**src/hdl/phy_regs_pkg.sv**
```systemverilog
// Constants shared by the management register bank and its helpers.
// Assumes a standard serial management frame on the management pins.
package phy_regs_pkg;

	// ----------------------------------------------------------------
	// Register addresses
	// ----------------------------------------------------------------
	localparam logic [4:0] ADDR_INT_ENABLE_AND_FLAGS = 5'h1B;
	localparam logic [4:0] ADDR_CROSSOVER_CONTROL = 5'h1C;
	localparam logic [4:0] ADDR_PHY_CONTROL_AND_STATUS = 5'h1F;

	// ----------------------------------------------------------------
	// Field positions
	// ----------------------------------------------------------------
	localparam int NUM_EVENTS = 8;
	localparam int INT_EN_LSB = 8;
	localparam int INT_FLAG_LSB = 0;
	localparam int XOVER_SELECT_BIT = 7;
	localparam int XOVER_OFF_BIT = 6;
	localparam int CTL_INT_LEVEL_BIT = 14;
	localparam int CTL_JABBER_EN_BIT = 9;
	localparam int CTL_SPEED_1000_BIT = 6;
	localparam int CTL_SPEED_100_BIT = 5;
	localparam int CTL_SPEED_10_BIT = 4;
	localparam int CTL_DUPLEX_BIT = 3;
	localparam int CTL_MASTER_BIT = 2;
	localparam int CTL_LINK_FAIL_BIT = 0;

	// ----------------------------------------------------------------
	// Reset values
	// ----------------------------------------------------------------
	localparam logic [7:0] RST_INT_ENABLES = 8'h00;
	localparam logic [7:0] RST_INT_FLAGS = 8'h00;
	localparam logic RST_XOVER_SELECT = 1'b0;
	localparam logic RST_XOVER_OFF = 1'b0;
	localparam logic RST_INT_LEVEL = 1'b0;
	localparam logic RST_JABBER_EN = 1'b1;
	localparam logic [15:0] READ_UNMAPPED = 16'h0000;

	// ----------------------------------------------------------------
	// Management frame
	// ----------------------------------------------------------------
	localparam logic [5:0] PREAMBLE_ONES = 6'h20;
	localparam logic [1:0] OP_WRITE = 2'h1;
	localparam logic [1:0] OP_READ = 2'h2;
	localparam logic [3:0] ADDR_BITS_LAST = 4'h9;
	localparam logic [3:0] DATA_BITS_LAST = 4'hF;

	typedef enum logic [2:0] {
		ST_PREAMBLE,
		ST_START,
		ST_OPCODE,
		ST_ADDRESS,
		ST_TURNAROUND,
		ST_DATA
	} frame_state_e;

endpackage : phy_regs_pkg

```
**src/hdl/event_flag_if.sv**
```systemverilog
// Carries event pulses, the read-clear strobe and the sticky flags
// between the register bank and the flag store; all on one clock.
`timescale 1ns/1ps
interface event_flag_if;
	import phy_regs_pkg::*;
	logic [NUM_EVENTS-1:0] evt;
	logic rd_clr;
	logic [NUM_EVENTS-1:0] flags;
	modport store (input evt, input rd_clr, output flags);
	modport owner (output evt, output rd_clr, input flags);
endinterface : event_flag_if

```
**src/hdl/phy_mgmt_regs.sv**
```systemverilog
// Management register bank: interrupt enables and flags, crossover control,
// interrupt pin level, jabber counter enable and resolved link status.
// Assumes a management host clocking frames on mdc far slower than mclk,
// and event pulses and status levels from logic on mclk.
`timescale 1ns/1ps
module phy_mgmt_regs #(
	parameter logic [4:0] PHY_ADDRESS = 5'h01
) (
	input wire logic mclk,
	input wire logic reset,
	input wire logic mdc,
	input wire logic mdio_in,
	output logic mdio_out,
	output logic mdio_oe,
	input wire logic evt_jabber,
	input wire logic evt_rx_error,
	input wire logic evt_page_received,
	input wire logic evt_parallel_fault,
	input wire logic evt_partner_ack,
	input wire logic evt_link_down,
	input wire logic evt_remote_fault,
	input wire logic evt_link_up,
	input wire logic speed_1000,
	input wire logic speed_100,
	input wire logic speed_10,
	input wire logic full_duplex,
	input wire logic gig_master,
	input wire logic link_check_fail,
	output logic int_pin,
	output logic auto_crossover_en,
	output logic force_mdi,
	output logic force_mdix,
	output logic jabber_count_en
);
	import phy_regs_pkg::*;

	// ----------------------------------------------------------------
	// Pin synchronisers
	// ----------------------------------------------------------------
	logic [1:0] pins_sync;
	logic mdc_prev_ff;
	logic mdc_rise;
	logic mdio_bit;

	sync_two_ff #(.WIDTH(2)) u_pin_sync (
		.mclk(mclk),
		.reset(reset),
		.async_in({mdc, mdio_in}),
		.sync_out(pins_sync)
	);

	assign mdio_bit = pins_sync[0];
	assign mdc_rise = pins_sync[1] & ~mdc_prev_ff;

	always_ff @(posedge mclk) begin
		if (reset) begin
			mdc_prev_ff <= 1'b0;
		end else begin
			mdc_prev_ff <= pins_sync[1];
		end
	end

	// ----------------------------------------------------------------
	// Event flags
	// ----------------------------------------------------------------
	event_flag_if ef ();
	logic rd_clr_ff;

	assign ef.evt = {evt_jabber, evt_rx_error, evt_page_received, evt_parallel_fault,
		evt_partner_ack, evt_link_down, evt_remote_fault, evt_link_up};
	assign ef.rd_clr = rd_clr_ff;

	event_flag_store u_flags (
		.mclk(mclk),
		.reset(reset),
		.ef(ef)
	);

	// ----------------------------------------------------------------
	// Register storage
	// ----------------------------------------------------------------
	logic [NUM_EVENTS-1:0] int_en_ff;
	logic xover_select_ff;
	logic xover_off_ff;
	logic int_level_ff;
	logic jabber_en_ff;
	logic [4:0] speed_dup_ff;
	logic link_fail_ff;
	logic wr_strobe_ff;
	logic [4:0] wr_reg_ff;
	logic [15:0] wr_data_ff;

	always_ff @(posedge mclk) begin
		if (reset) begin
			int_en_ff <= RST_INT_ENABLES;
		end else if (wr_strobe_ff && wr_reg_ff == ADDR_INT_ENABLE_AND_FLAGS) begin
			int_en_ff <= wr_data_ff[INT_EN_LSB +: NUM_EVENTS];
		end
	end

	always_ff @(posedge mclk) begin
		if (reset) begin
			xover_select_ff <= RST_XOVER_SELECT;
			xover_off_ff <= RST_XOVER_OFF;
		end else if (wr_strobe_ff && wr_reg_ff == ADDR_CROSSOVER_CONTROL) begin
			xover_select_ff <= wr_data_ff[XOVER_SELECT_BIT];
			xover_off_ff <= wr_data_ff[XOVER_OFF_BIT];
		end
	end

	always_ff @(posedge mclk) begin
		if (reset) begin
			int_level_ff <= RST_INT_LEVEL;
			jabber_en_ff <= RST_JABBER_EN;
		end else if (wr_strobe_ff && wr_reg_ff == ADDR_PHY_CONTROL_AND_STATUS) begin
			int_level_ff <= wr_data_ff[CTL_INT_LEVEL_BIT];
			jabber_en_ff <= wr_data_ff[CTL_JABBER_EN_BIT];
		end
	end

	// Resolved status is sampled so it reads as zero while in reset
	always_ff @(posedge mclk) begin
		if (reset) begin
			speed_dup_ff <= 5'h00;
			link_fail_ff <= 1'b0;
		end else begin
			speed_dup_ff <= {speed_1000, speed_100, speed_10, full_duplex, gig_master};
			link_fail_ff <= link_check_fail;
		end
	end

	// ----------------------------------------------------------------
	// Read multiplexer
	// ----------------------------------------------------------------
	function automatic logic [15:0] read_word(input logic [4:0] reg_addr);
		logic [15:0] w;
		w = READ_UNMAPPED;
		case (reg_addr)
			ADDR_INT_ENABLE_AND_FLAGS: begin
				w[INT_EN_LSB +: NUM_EVENTS] = int_en_ff;
				// An event stored in the capture cycle is cleared next cycle, so report it now
				w[INT_FLAG_LSB +: NUM_EVENTS] = ef.flags | ef.evt;
			end
			ADDR_CROSSOVER_CONTROL: begin
				w[XOVER_SELECT_BIT] = xover_select_ff;
				w[XOVER_OFF_BIT] = xover_off_ff;
			end
			ADDR_PHY_CONTROL_AND_STATUS: begin
				w[CTL_INT_LEVEL_BIT] = int_level_ff;
				w[CTL_JABBER_EN_BIT] = jabber_en_ff;
				w[CTL_SPEED_1000_BIT] = speed_dup_ff[4];
				w[CTL_SPEED_100_BIT] = speed_dup_ff[3];
				w[CTL_SPEED_10_BIT] = speed_dup_ff[2];
				w[CTL_DUPLEX_BIT] = speed_dup_ff[1];
				w[CTL_MASTER_BIT] = speed_dup_ff[0];
				w[CTL_LINK_FAIL_BIT] = link_fail_ff;
			end
			default: begin
				w = READ_UNMAPPED;
			end
		endcase
		return w;
	endfunction : read_word

	// ----------------------------------------------------------------
	// Management frame engine
	// ----------------------------------------------------------------
	// Every frame needs a full preamble; preamble suppression is not supported
	frame_state_e state_ff;
	logic [5:0] pre_cnt_ff;
	logic [3:0] bit_cnt_ff;
	logic [1:0] op_ff;
	logic [9:0] addr_ff;
	logic [15:0] shift_ff;
	logic hit_ff;
	logic [9:0] nxt_addr;

	assign nxt_addr = {addr_ff[8:0], mdio_bit};

	always_ff @(posedge mclk) begin
		if (reset) begin
			state_ff <= ST_PREAMBLE;
			pre_cnt_ff <= 6'h00;
			bit_cnt_ff <= 4'h0;
			op_ff <= 2'h0;
			addr_ff <= 10'h000;
			shift_ff <= 16'h0000;
			hit_ff <= 1'b0;
			mdio_out <= 1'b0;
			mdio_oe <= 1'b0;
			rd_clr_ff <= 1'b0;
			wr_strobe_ff <= 1'b0;
			wr_reg_ff <= 5'h00;
			wr_data_ff <= 16'h0000;
		end else begin
			rd_clr_ff <= 1'b0;
			wr_strobe_ff <= 1'b0;
			if (mdc_rise) begin
				case (state_ff)
					ST_PREAMBLE: begin
						mdio_oe <= 1'b0;
						if (mdio_bit) begin
							if (pre_cnt_ff != PREAMBLE_ONES) begin
								pre_cnt_ff <= pre_cnt_ff + 6'h01;
							end
						end else begin
							// This zero is the first start bit
							if (pre_cnt_ff == PREAMBLE_ONES) begin
								state_ff <= ST_START;
							end
							pre_cnt_ff <= 6'h00;
						end
					end
					ST_START: begin
						state_ff <= mdio_bit ? ST_OPCODE : ST_PREAMBLE;
						bit_cnt_ff <= 4'h0;
					end
					ST_OPCODE: begin
						op_ff <= {op_ff[0], mdio_bit};
						if (bit_cnt_ff == 4'h1) begin
							bit_cnt_ff <= 4'h0;
							state_ff <= ST_ADDRESS;
						end else begin
							bit_cnt_ff <= bit_cnt_ff + 4'h1;
						end
					end
					ST_ADDRESS: begin
						addr_ff <= nxt_addr;
						if (bit_cnt_ff == ADDR_BITS_LAST) begin
							bit_cnt_ff <= 4'h0;
							hit_ff <= (nxt_addr[9:5] == PHY_ADDRESS);
							if (op_ff != OP_READ && op_ff != OP_WRITE) begin
								state_ff <= ST_PREAMBLE;
							end else begin
								state_ff <= ST_TURNAROUND;
							end
							// Capture now and clear one cycle later: an event landing
							// later stays flagged for the next read
							if (op_ff == OP_READ && nxt_addr[9:5] == PHY_ADDRESS) begin
								shift_ff <= read_word(nxt_addr[4:0]);
								rd_clr_ff <= (nxt_addr[4:0] == ADDR_INT_ENABLE_AND_FLAGS);
							end
						end else begin
							bit_cnt_ff <= bit_cnt_ff + 4'h1;
						end
					end
					ST_TURNAROUND: begin
						if (bit_cnt_ff == 4'h0) begin
							bit_cnt_ff <= 4'h1;
							if (op_ff == OP_READ && hit_ff) begin
								mdio_oe <= 1'b1;
								mdio_out <= 1'b0;
							end
						end else begin
							bit_cnt_ff <= 4'h0;
							state_ff <= ST_DATA;
							if (op_ff == OP_READ && hit_ff) begin
								mdio_out <= shift_ff[15];
								shift_ff <= {shift_ff[14:0], 1'b0};
							end
						end
					end
					ST_DATA: begin
						if (op_ff == OP_WRITE) begin
							shift_ff <= {shift_ff[14:0], mdio_bit};
						end else if (bit_cnt_ff != DATA_BITS_LAST) begin
							mdio_out <= shift_ff[15];
							shift_ff <= {shift_ff[14:0], 1'b0};
						end
						if (bit_cnt_ff == DATA_BITS_LAST) begin
							mdio_oe <= 1'b0;
							mdio_out <= 1'b0;
							bit_cnt_ff <= 4'h0;
							pre_cnt_ff <= 6'h00;
							state_ff <= ST_PREAMBLE;
							if (op_ff == OP_WRITE && hit_ff) begin
								wr_strobe_ff <= 1'b1;
								wr_reg_ff <= addr_ff[4:0];
								wr_data_ff <= {shift_ff[14:0], mdio_bit};
							end
						end else begin
							bit_cnt_ff <= bit_cnt_ff + 4'h1;
						end
					end
					default: begin
						state_ff <= ST_PREAMBLE;
					end
				endcase
			end
		end
	end

	// ----------------------------------------------------------------
	// Interrupt pin
	// ----------------------------------------------------------------
	logic int_active;

	assign int_active = |(ef.flags & int_en_ff);

	// Resets to the inactive level of the active-low default
	always_ff @(posedge mclk) begin
		if (reset) begin
			int_pin <= 1'b1;
		end else begin
			int_pin <= int_level_ff ? int_active : ~int_active;
		end
	end

	// ----------------------------------------------------------------
	// Crossover and jabber controls
	// ----------------------------------------------------------------
	always_ff @(posedge mclk) begin
		if (reset) begin
			auto_crossover_en <= 1'b1;
			force_mdi <= 1'b0;
			force_mdix <= 1'b0;
			jabber_count_en <= RST_JABBER_EN;
		end else begin
			auto_crossover_en <= ~xover_off_ff;
			force_mdi <= xover_off_ff & xover_select_ff;
			force_mdix <= xover_off_ff & ~xover_select_ff;
			jabber_count_en <= jabber_en_ff;
		end
	end
endmodule : phy_mgmt_regs

```
**src/hdl/sync_two_ff.sv**
```systemverilog
// Two-flop synchroniser for levels arriving from outside the mclk domain.
// Assumes nothing but a free running mclk.
`timescale 1ns/1ps
module sync_two_ff #(
	parameter int WIDTH = 1
) (
	input wire logic mclk,
	input wire logic reset,
	input wire logic [WIDTH-1:0] async_in,
	output logic [WIDTH-1:0] sync_out
);
	logic [WIDTH-1:0] meta_ff;

	always_ff @(posedge mclk) begin
		if (reset) begin
			meta_ff <= '0;
			sync_out <= '0;
		end else begin
			meta_ff <= async_in;
			sync_out <= meta_ff;
		end
	end
endmodule : sync_two_ff

```
**src/hdl/event_flag_store.sv**
```systemverilog
// Sticky event flags, cleared by a register read.
// Assumes event pulses and the clear strobe are synchronous to mclk.
`timescale 1ns/1ps
module event_flag_store (
	input wire logic mclk,
	input wire logic reset,
	event_flag_if.store ef
);
	import phy_regs_pkg::*;

	logic [NUM_EVENTS-1:0] flags_ff;

	// ----------------------------------------------------------------
	// Per-event flag
	// ----------------------------------------------------------------
	// A new event in the clearing cycle survives: set wins over clear
	for (genvar i = 0; i < NUM_EVENTS; i++) begin : g_flag
		always_ff @(posedge mclk) begin
			if (reset) begin
				flags_ff[i] <= RST_INT_FLAGS[i];
			end else if (ef.evt[i]) begin
				flags_ff[i] <= 1'b1;
			end else if (ef.rd_clr) begin
				flags_ff[i] <= 1'b0;
			end
		end
	end

	assign ef.flags = flags_ff;
endmodule : event_flag_store

```
**config.mk**
```make
export PLATFORM = sky130hd
export DESIGN_NAME = phy_mgmt_regs
export DESIGN_NICKNAME = d
export VERILOG_FILES = /design/src/hdl/phy_regs_pkg.sv /design/src/hdl/event_flag_if.sv /design/src/hdl/phy_mgmt_regs.sv /design/src/hdl/sync_two_ff.sv /design/src/hdl/event_flag_store.sv
export SDC_FILE = /design/constraint.sdc
export NUM_CORES = 1
export LEC_CHECK = 0
export BUFFER_PORTS_ARGS = -buffer_cell sky130_fd_sc_hd__buf_2
export CAP_MARGIN = 20
export CORE_ASPECT_RATIO = 0.7
export CORE_UTILIZATION = 40
export DETAILED_ROUTE_END_ITERATION = 8
export PLACE_DENSITY = 0.61
export SYNTH_ARGS = -nofsm -noshare
export SYNTH_HDL_FRONTEND = slang
export SYNTH_HIERARCHICAL = 1
export SYNTH_SLANG_ARGS = --single-unit
```
**constraint.sdc**
```tcl
create_clock -name mclk -period 2.6 [get_ports mclk]
set_clock_uncertainty 0.1 [all_clocks]
set_input_delay 0.13 -clock mclk [delete_from_list [all_inputs] [get_ports mclk]]
set_output_delay 0.13 -clock mclk [all_outputs]
set_load 0.02 [all_outputs]
```
### Word-level counts from Yosys, hierarchy flattened

Cells that the tools add are included.

| operators by class | value |
|---|---|
| add/subtract/negate cells | 2 |
| multiply operators | 0 |
| div/mod/pow operators | 0 |
| magnitude comparators | 0 |
| eq/ne operators | 35 |
| shift operators | 0 |
| muxes and demuxes | 57 |
| bitwise logic cells | 15 |
| reduce and logical (&&, ||, !) cells | 35 |

Operators by type and width:

| operator | count |
|---|---|
| 16-bit 2-to-1 mux | 6 |
| 16-bit one-hot mux with 3 select lines | 1 |
| 5-bit == test (second input constant) | 6 |
| 1-bit 2-to-1 mux | 24 |
| 3-bit 2-to-1 mux | 7 |
| 2-bit != test (second input constant) | 10 |
| 4-bit one-hot mux with 5 select lines | 1 |
| 2-bit nonzero test | 10 |
| 6-bit 2-to-1 mux | 3 |
| 3-bit one-hot mux with 6 select lines | 1 |
| 4-bit 2-to-1 mux | 4 |
| 7-bit AND reduction | 2 |
| 3-bit != test (second input constant) | 4 |
| 6-bit one-hot mux with 2 select lines | 1 |
| 1-bit NOT | 10 |
| 1-bit one-hot mux with 2 select lines | 5 |
| 5-bit AND reduction | 2 |
| 8-bit bitwise AND | 1 |
| 4-bit == test (second input constant) | 2 |
| 8-bit OR | 1 |
| 4-bit one-hot mux with 2 select lines | 1 |
| 4-bit AND reduction | 2 |
| 8-bit OR reduction | 1 |
| 1-bit logical AND | 7 |
| other kinds (24) | 32 |

| word-level totals | value |
|---|---|
| register bits after elaboration | 102 |
| bits in latches | 0 |
| bits in writable memories | 0 |
| bits in read-only memories | 0 |
| input bits | 18 |
| output and inout port bits | 7 |
| memories | 0 |

### Longest topological paths before layout

Gate-level depths: netlist of run 1.

| depth | value |
|---|---|
| depth after elaboration | 5 |
| mapped depth | 8 |
| depth with buffers taken out | 7 |

### Hierarchy

The synthesis of run 1 kept the hierarchy.

Modules (own cells, without submodules):

| module | times used | cells each | area an instance (µm²) | sequential area each (µm²) |
|---|---|---|---|---|
| phy_mgmt_regs | 1 | 431 | 3,836.2 | 1,681.6 |
| event_flag_store | 1 | 33 | 304.0 | 160.2 |
| sync_two_ff | 1 | 8 | 105.1 | 80.1 |

### Least setup slack after synthesis of run 1

No wires, ideal clock.

| path | value |
|---|---|
| path type | reg2reg |
| start point | reg addr_ff[5] |
| end point | reg shift_ff[1] |
| arrival time | 2.269 ns |
| data required time | 2.412 ns |
| path slack | 0.143 ns |
| cell stages (with the launch flop) | 7 |
| period minus slack after synthesis | 2.457 ns |
| path through | dfxtp_1 > or4b_4 > or4_4 > a2111oi_4 > buf_6 > nor2_1 > a311oi_2 |

| between the ends | value |
|---|---|
| word-level cells in the longest chain between the ends | 4 |

RTL lines:

| element | line | text |
|---|---|---|
| start: declaration | phy_mgmt_regs.sv:173 | `logic [9:0] addr_ff;` |
| start signal: assignment | phy_mgmt_regs.sv:228 | `addr_ff <= nxt_addr;` |
| 5-bit by 1-bit == test with 1-bit output | phy_mgmt_regs.sv:239 | `if (op_ff == OP_READ && nxt_addr[9:5] == PHY_ADDRESS) begin` |
| 1-bit logical AND | phy_mgmt_regs.sv:239 |  |
| 2-bit != test (no line) | n/a |  |
| 7-bit AND reduction (no line) | n/a |  |
| end signal: assignment | phy_mgmt_regs.sv:240 | `shift_ff <= read_word(nxt_addr[4:0]);` |
| end signal: assignment | phy_mgmt_regs.sv:259 | `shift_ff <= {shift_ff[14:0], 1'b0};` |
| end signal: assignment | phy_mgmt_regs.sv:265 | `shift_ff <= {shift_ff[14:0], mdio_bit};` |
| end: declaration | phy_mgmt_regs.sv:174 | `logic [15:0] shift_ff;` |

No other way between the ends.
A chain may end at the register's enable or synchronous reset.

### Worst setup path after layout of run 1

| path | value |
|---|---|
| start point | reg addr_ff[5] |
| end point | reg shift_ff[6] |

Same word-level chain as after synthesis.

==> results of run 1 <==
==> cell usage in the layout, fill, tap and decap left out, drive strengths merged, types with 2 or more instances in the layout <==
cell type and count:
a31oi 4, clkbuf 11, bufinv 2, nor4b 3, a21o 2, nor2 65, buf 40, nand4 6
nand2b 12, nand3b 4, clkinv 3, and3b 2, a2111oi 2, and3 3, dfxtp 96, inv 22
nand3 18, a21oi 40, nor2b 12, a211oi 15, a311oi 3, o21ai 19, dlygate4sd3 16, a22oi 11
a32oi 2, xnor2 2, and2 3, o211ai 5, ha 8, or3b 2, mux2i 28, a2bb2oi 2
xor2 6, nor3 7, or3 3, nand2 28
==> layout make-up <==
cell class / count / area share
sequential: 96 / 0.379
inverter: 21 / 0.0155
tap: 132 / 0.0325
timing repair buffer: 57 / 0.0887
clock inverter: 6 / 0.0180
multi-input combinational: 329 / 0.420
clock buffer: 10 / 0.0471
==> worst paths after layout <==
path	slack [ns]	depth (start not counted)	end
worst max-delay path	0.07	6	shift_ff[6]
worst min-delay path	0.07	2	mdio_out
worst max register to register	0.07	6	shift_ff[6]
worst min register to register	0.34	1	u_pin_sync/sync_out[1]
==> sequential cells by signal (all words and copies together), names as in the netlist, 2 cells and up <==
name,flops
op_ff,2
shift_ff,16
state_ff,3
pre_cnt_ff,6
bit_cnt_ff,4
u_pin_sync/sync_out,2
speed_dup_ff,5
wr_reg_ff,5
int_en_ff,8
u_pin_sync/meta_ff,2
wr_data_ff,10
u_flags/ef.flags,8
addr_ff,9
==> cells by family after synthesis <==
family                   Yosys count  share of synthesized area
adder cells (fa/ha/maj)            8                     0.0236
flip-flops                        96                      0.453
multiplexers                      28                     0.0660
AND/OR/NAND/NOR                  175                      0.207
buffers and inverters             47                     0.0469
XOR/XNOR                           8                     0.0165
AO/OA/AOI/OAI                    110                      0.187
==> worst max-delay path: stages, from the launching register on <==
cell       delay (ns)
dfxtp_1          0.32
or4b_4           0.55
or4_4            0.54
a2111oi_4        0.39
buf_4            0.20
clkbuf_16        0.19
o221a_2          0.19
==> power breakdown <==
group | switching (W) | internal [W]
logic | 0.0000713 | 0.0000577
clock network | 0.000577 | 0.000874
registers | 0.0000131 | 0.00149
==> what timing repair did <==
action	in CTS	in global routing
hold buffers	16	0
buffers inserted	0	1
endpoints found under the setup margin	0	8
resized for setup	0	0
endpoints found under the hold margin	16	0
==> through the flow <==
step | setup WS [ns] | area, µm²
CTS | 0.0213 | 5040
global placement | 0.0471 | 4550
finish | 0.0692 | 5080
detailed placement | 0.0239 | 4550
global route | -0.00140 | 5080
floorplan | 0.143 | 4250
==> routing by layer <==
metal  part of all wire  global-route usage
met1               0.52               0.266
met2               0.41               0.265
met3              0.057              0.0446
met4              0.013              0.0599
met5                  0                   0
==> results by group, run 1 <==
Layout
  – Fillers: 957
  – Area Growth Syn to Fin: 19.6%
  – # nets final: 540
  – Storage cell area: 1920 µm²
  – Diodes inserted: 0
  – Multi-input logic area: 2130 µm²
  – Post-layout util: 0.492
  – Finished Layout Cells: 651
  – Layout cells sized above 1: 0.160

Floorplanning
  – Row cnt: 31
  – Die H: 88.2 µm
  – Core ar.: 10300 µm²
  – Chip width: 125 µm
  – Die footprint: 11000 µm²
  – # IOs: 25
  – Initial Util: 0.411

Logic synthesis
  – Post-Syn Area: 4250 µm²
  – Count leader, synth: dfxtp_1
  – Most frequent cells after synthesis: dfxtp_1, nor2_1, a21oi_1
  – Synth Flop Type: dfxtp_1
  – Ys Warns: 6
  – Synth top area share: 0.453
  – Post-synth EDFFs: 0
  – Synth Net Count: 498
  – Yosys top cell by area: dfxtp_1
  – Synth Instances: 472
  – Avg Inst Size Synth: 8.99 µm²
  – FFs w/ async S/R, synth: 0
  – Post-synth cell types: 54
  – Top post-synthesis cells by area: dfxtp_1, mux2i_1, nor2_1
  – #FFs+latches synth: 96
  – Sequential share of the synthesized area: 0.453

Clocking
  – CTS buffer count: 9
  – Clock sinks: 96
  – Reg clk slew, reported paths: 0.07 ns
  – CTS tree: yes
  – Maximum clock path buffer count: 2
  – Skew-Pair Late Insertion Delay: 0.34 ns
  – Root buffer cell: clkbuf_16
  – H-tree levels: 3

Placement
  – IO Port Bufs: 24
  – Inst Count DP: 617
  – Final HPWL DP: 6670 µm
  – Placer Congestion: 0.784

Detailed routing
  – WL final: 9810 µm
  – DRC: 4
  – First drt pass iteration count: 7
  – Avg Vias per Cell: 5.32
  – Via count: 3463
  – Per-cell routed wire length: 15.1 µm
  – DRT antenna net count: 0
  – DR iter-0 viols: 290

Timing
  – Final Max Slew Viols: 0
  – Post-Route Setup TNS: 0 ns
  – Hold_ws: 0.0747 ns
  – Max-slew headroom: 0.545
  – Tmin final: 2.53 ns
  – Period utilization: 0.973
  – Setup violators final: 0
  – Worst Max-Slew Pin Slew: 0.680 ns
  – Max Freq: 395 MHz
  – Final Hold Vio Count: 0

Worst setup path
  – Crit. Startpoint: addr_ff[5]
  – CP startpoint kind: register
  – Critical Path RT: 2.79 ns
  – Setup crit end kind: register
  – Critical path data arrival time: 2.72 ns
  – Largest fanout on the critical path: 16
  – Launch point of the worst reg-to-reg path: addr_ff[5]
  – Crit Path Class: register to register

Status
  – Outcome: finished with violations
  – Failing checks: design-rule violations

Power and ir drop
  – PwrDens: 607 nW/µm²
  – Total Power: 0.00308 W
  – Pleak: 1.78 nW
  – Peak VDD IR: 0.331 mV

Worst hold path
  – Hold WC Path Type: input port to register
  – Hold Path Origin: reset

GRT
  – Grt total ovfl: 0
  – Vias in the first global route: 3093
  – Antenna violations before repair: 0
  – Largest net degree at the start of global routing: 73
  – GR Util All Layers: 0.183
  – First-pass GRT wire length: 15700 µm

Job
  – Max-cap violations: 0
(Power assumes the default switching activity.)
==> inputs of run 2 (changes only) <==
--- a/config.mk
+++ b/config.mk
@@ -5,12 +5,12 @@
 export SDC_FILE = /design/constraint.sdc
 export NUM_CORES = 1
 export LEC_CHECK = 0
-export BUFFER_PORTS_ARGS = -buffer_cell sky130_fd_sc_hd__buf_2
 export CAP_MARGIN = 20
 export CORE_ASPECT_RATIO = 0.7
 export CORE_UTILIZATION = 40
 export DETAILED_ROUTE_END_ITERATION = 8
-export PLACE_DENSITY = 0.61
+export DONT_BUFFER_PORTS = 1
+export PLACE_DENSITY = 0.59
 export SYNTH_ARGS = -nofsm -noshare
 export SYNTH_HDL_FRONTEND = slang
 export SYNTH_HIERARCHICAL = 1
==> results by group, run 2 (synthesis gave the netlist of run 1 again) <==
Layout
  – Biggest regs: shift_ff (16), wr_data_ff (10), addr_ff (9)
  – Finished Layout Cells: 633 (-2.8%)
  – Area Growth Syn to Fin: 17.7%
  – Layout cells sized above 1: 0.132 (-0.0282)
  – Most flop-heavy register: shift_ff
  – Largest register FFs: 16 (unchanged)
  – Fillers: 956 (-0.10%)
  – Diodes inserted: 0 (unchanged)
  – Most frequent cells in the layout: dfxtp_1, nor2_1, a21oi_1, nand2_1, mux2i_1
  – Commonest non-fill, non-tap cell in the layout: dfxtp_1
  – # nets final: 522 (-3.3%)

Power and ir drop
  – Peak VDD IR: 0.375 mV (+13%)
  – Pleak: 1.70 nW (-4.4%)
  – Clock power share: 0.451 (-0.020)
  – Combinational share of power: 0.041 (about the same)
  – Sequential share of power: 0.509 (+0.021)
  – PwrDens: 592 nW/µm² (-2.6%)
  – P_int: 0.00229 W (-5.3%)
  – NetSw: 0.000663 W (+0.31%)
  – Switching Fraction: 0.224 (+0.00991)

Detailed routing
  – DRC: 2 (-2)
  – Via count: 3462 (-0.029%)
  – First drt pass iteration count: 9 (+2)
  – DRT antenna net count: 0 (unchanged)
  – Per-cell routed wire length: 16.6 µm (+10%)
  – Avg Vias per Cell: 5.47 (+2.8%)
  – WL final: 10500 µm (+7.0%)
  – DR iter-0 viols: 342 (+18%)

Clocking
  – Reg clk slew, reported paths: 0.07 ns (about the same)
  – H-tree levels: 3 (unchanged)
  – CTS tree: yes
  – Root buffer cell: clkbuf_16
  – Clock sinks: 96 (unchanged)
  – Maximum clock path buffer count: 2 (unchanged)
  – Skew-Pair Late Insertion Delay: 0.35 ns (about the same)
  – CTS buffer count: 9 (unchanged)

Worst setup path
  – R2r worst-path depth: 7 (+1)
  – Largest fanout on the critical path: 8 (-8)
  – Setup crit end kind: register
  – R2r setup slk: 0.15 ns (+0.08 ns)
  – R2r endpoint: shift_ff[6]
  – Crit Path Class: register to register
  – Critical Path RT: 2.74 ns (-0.05 ns)
  – Critical path data arrival time: 2.59 ns (-0.13 ns)
  – Launch point of the worst reg-to-reg path: addr_ff[5]
  – CP startpoint kind: register

Placement
  – Inst Count DP: 595 (-3.6%)
  – Placer Congestion: 0.808 (+3.0%)
  – IO Port Bufs: 0 (-100%)
  – Final HPWL DP: 6930 µm (+3.9%)

Floorplanning
  – Initial Util: 0.411 (unchanged)
  – Die H: 88.2 µm (unchanged)
  – Die footprint: 11000 µm² (unchanged)
  – Row cnt: 31 (unchanged)
  – Core ar.: 10300 µm² (unchanged)
  – # IOs: 25 (unchanged)
  – Chip width: 125 µm (unchanged)

Job
  – Max-cap violations: 0 (unchanged)

Timing
  – Final Hold Vio Count: 0 (unchanged)
  – Period utilization: 0.942 (-0.0311)
  – Max Freq: 408 MHz (+3.3%)
  – Max-slew headroom: 0.583 (+0.0375)
  – RSZ-0062 raised after global routing: false
  – Worst Max-Slew Pin Slew: 0.624 ns (-0.0561 ns)
  – Tmin final: 2.45 ns (-0.0809 ns)
  – Post-Route Setup TNS: 0 ns (unchanged)
  – Setup violators final: 0 (unchanged)
  – Final Max Slew Viols: 0 (unchanged)

GRT
  – Largest net degree at the start of global routing: 88 (+21%)
  – Vias in the first global route: 3245 (+4.9%)
  – Antenna violations before repair: 0 (unchanged)
  – First-pass GRT wire length: 16500 µm (+4.9%)
  – GR Util All Layers: 0.194 (+0.0105)
  – Grt total ovfl: 0 (unchanged)

Worst hold path
  – Hold Path Origin: reset
  – Hold WC Path Type: input port to register
  – Hold Path Depth: 3 (+1)
  – Hold EP: bit_cnt_ff[3]

Status
  – Outcome: finished with violations
  – Failing checks: design-rule violations
[run 2: power groups by stage]
stage	Combinational (W)	Clock [W]	Sequential, W
detailed placement	0.0000715	0	0.00154
global route	0.000132	0.00142	0.00150
CTS	0.000118	0.00136	0.00150
global placement	0.0000695	0	0.00154
floorplan	0.0000708	0	0.00153
finish	0.000120	0.00133	0.00150
[run 2: cell type report]
cell class	instances	area, µm²	area share
Timing Repair Buffer	39	400	0.0802
Inverter	21	78.8	0.0158
Clock inverter	6	67.6	0.0135
Sequential cell	96	1920	0.385
Multi-Input combinational cell	329	2130	0.426
Tap cell	132	165	0.0331
Clock buffer	10	229	0.0458
[run 2: critical path: stages, from the launching register on]
cell and delay [ns]:
dfxtp_2 0.33, or4b_4 0.54, or4_4 0.44, a2111oi_4 0.36
buf_4 0.19, buf_12 0.12, nand2_1 0.05, o221a_2 0.21
[run 2: per-layer routing]
layer	vias to the layer above	GRT usage	share of wire
met5	-	0	0
met4	0	0.0466	0.0091
met3	6	0.0623	0.053
met2	96	0.282	0.41
met1	1651	0.276	0.53
li1	1709	-	-
[run 2: stage by stage]
step | area [µm²] | setup slack (ns) | total power [W] | util | hold slack [ns]
finish | 4990 | 0.150 | 0.00296 | 0.484 | 0.0414
global route | 4990 | 0.0704 | 0.00306 | 0.484 | 0.0563
CTS | 4920 | 0.00594 | 0.00298 | 0.477 | 0.0298
detailed placement | 4440 | 0.0204 | 0.00161 | 0.430 | 0.110
global placement | 4440 | 0.0505 | 0.00161 | 0.430 | 0.104
floorplan | 4250 | 0.143 | 0.00160 | - | 0.102
[run 2: worst max path at each step]
stage	start	endpoint
after floorplan	addr_ff[5]	shift_ff[1]
after global placement	addr_ff[5]	shift_ff[6]
after detailed placement	addr_ff[5]	shift_ff[6]
after CTS	addr_ff[5]	shift_ff[6]
after global routing	addr_ff[5]	shift_ff[0]
final	addr_ff[5]	shift_ff[6]
[run 2: what timing repair did]
action,CTS,global route
hold buffers,17,0
setup endpoints to repair,0,13
buffers inserted,0,3
endpoints found under the hold margin,90,0
resized for setup,0,2
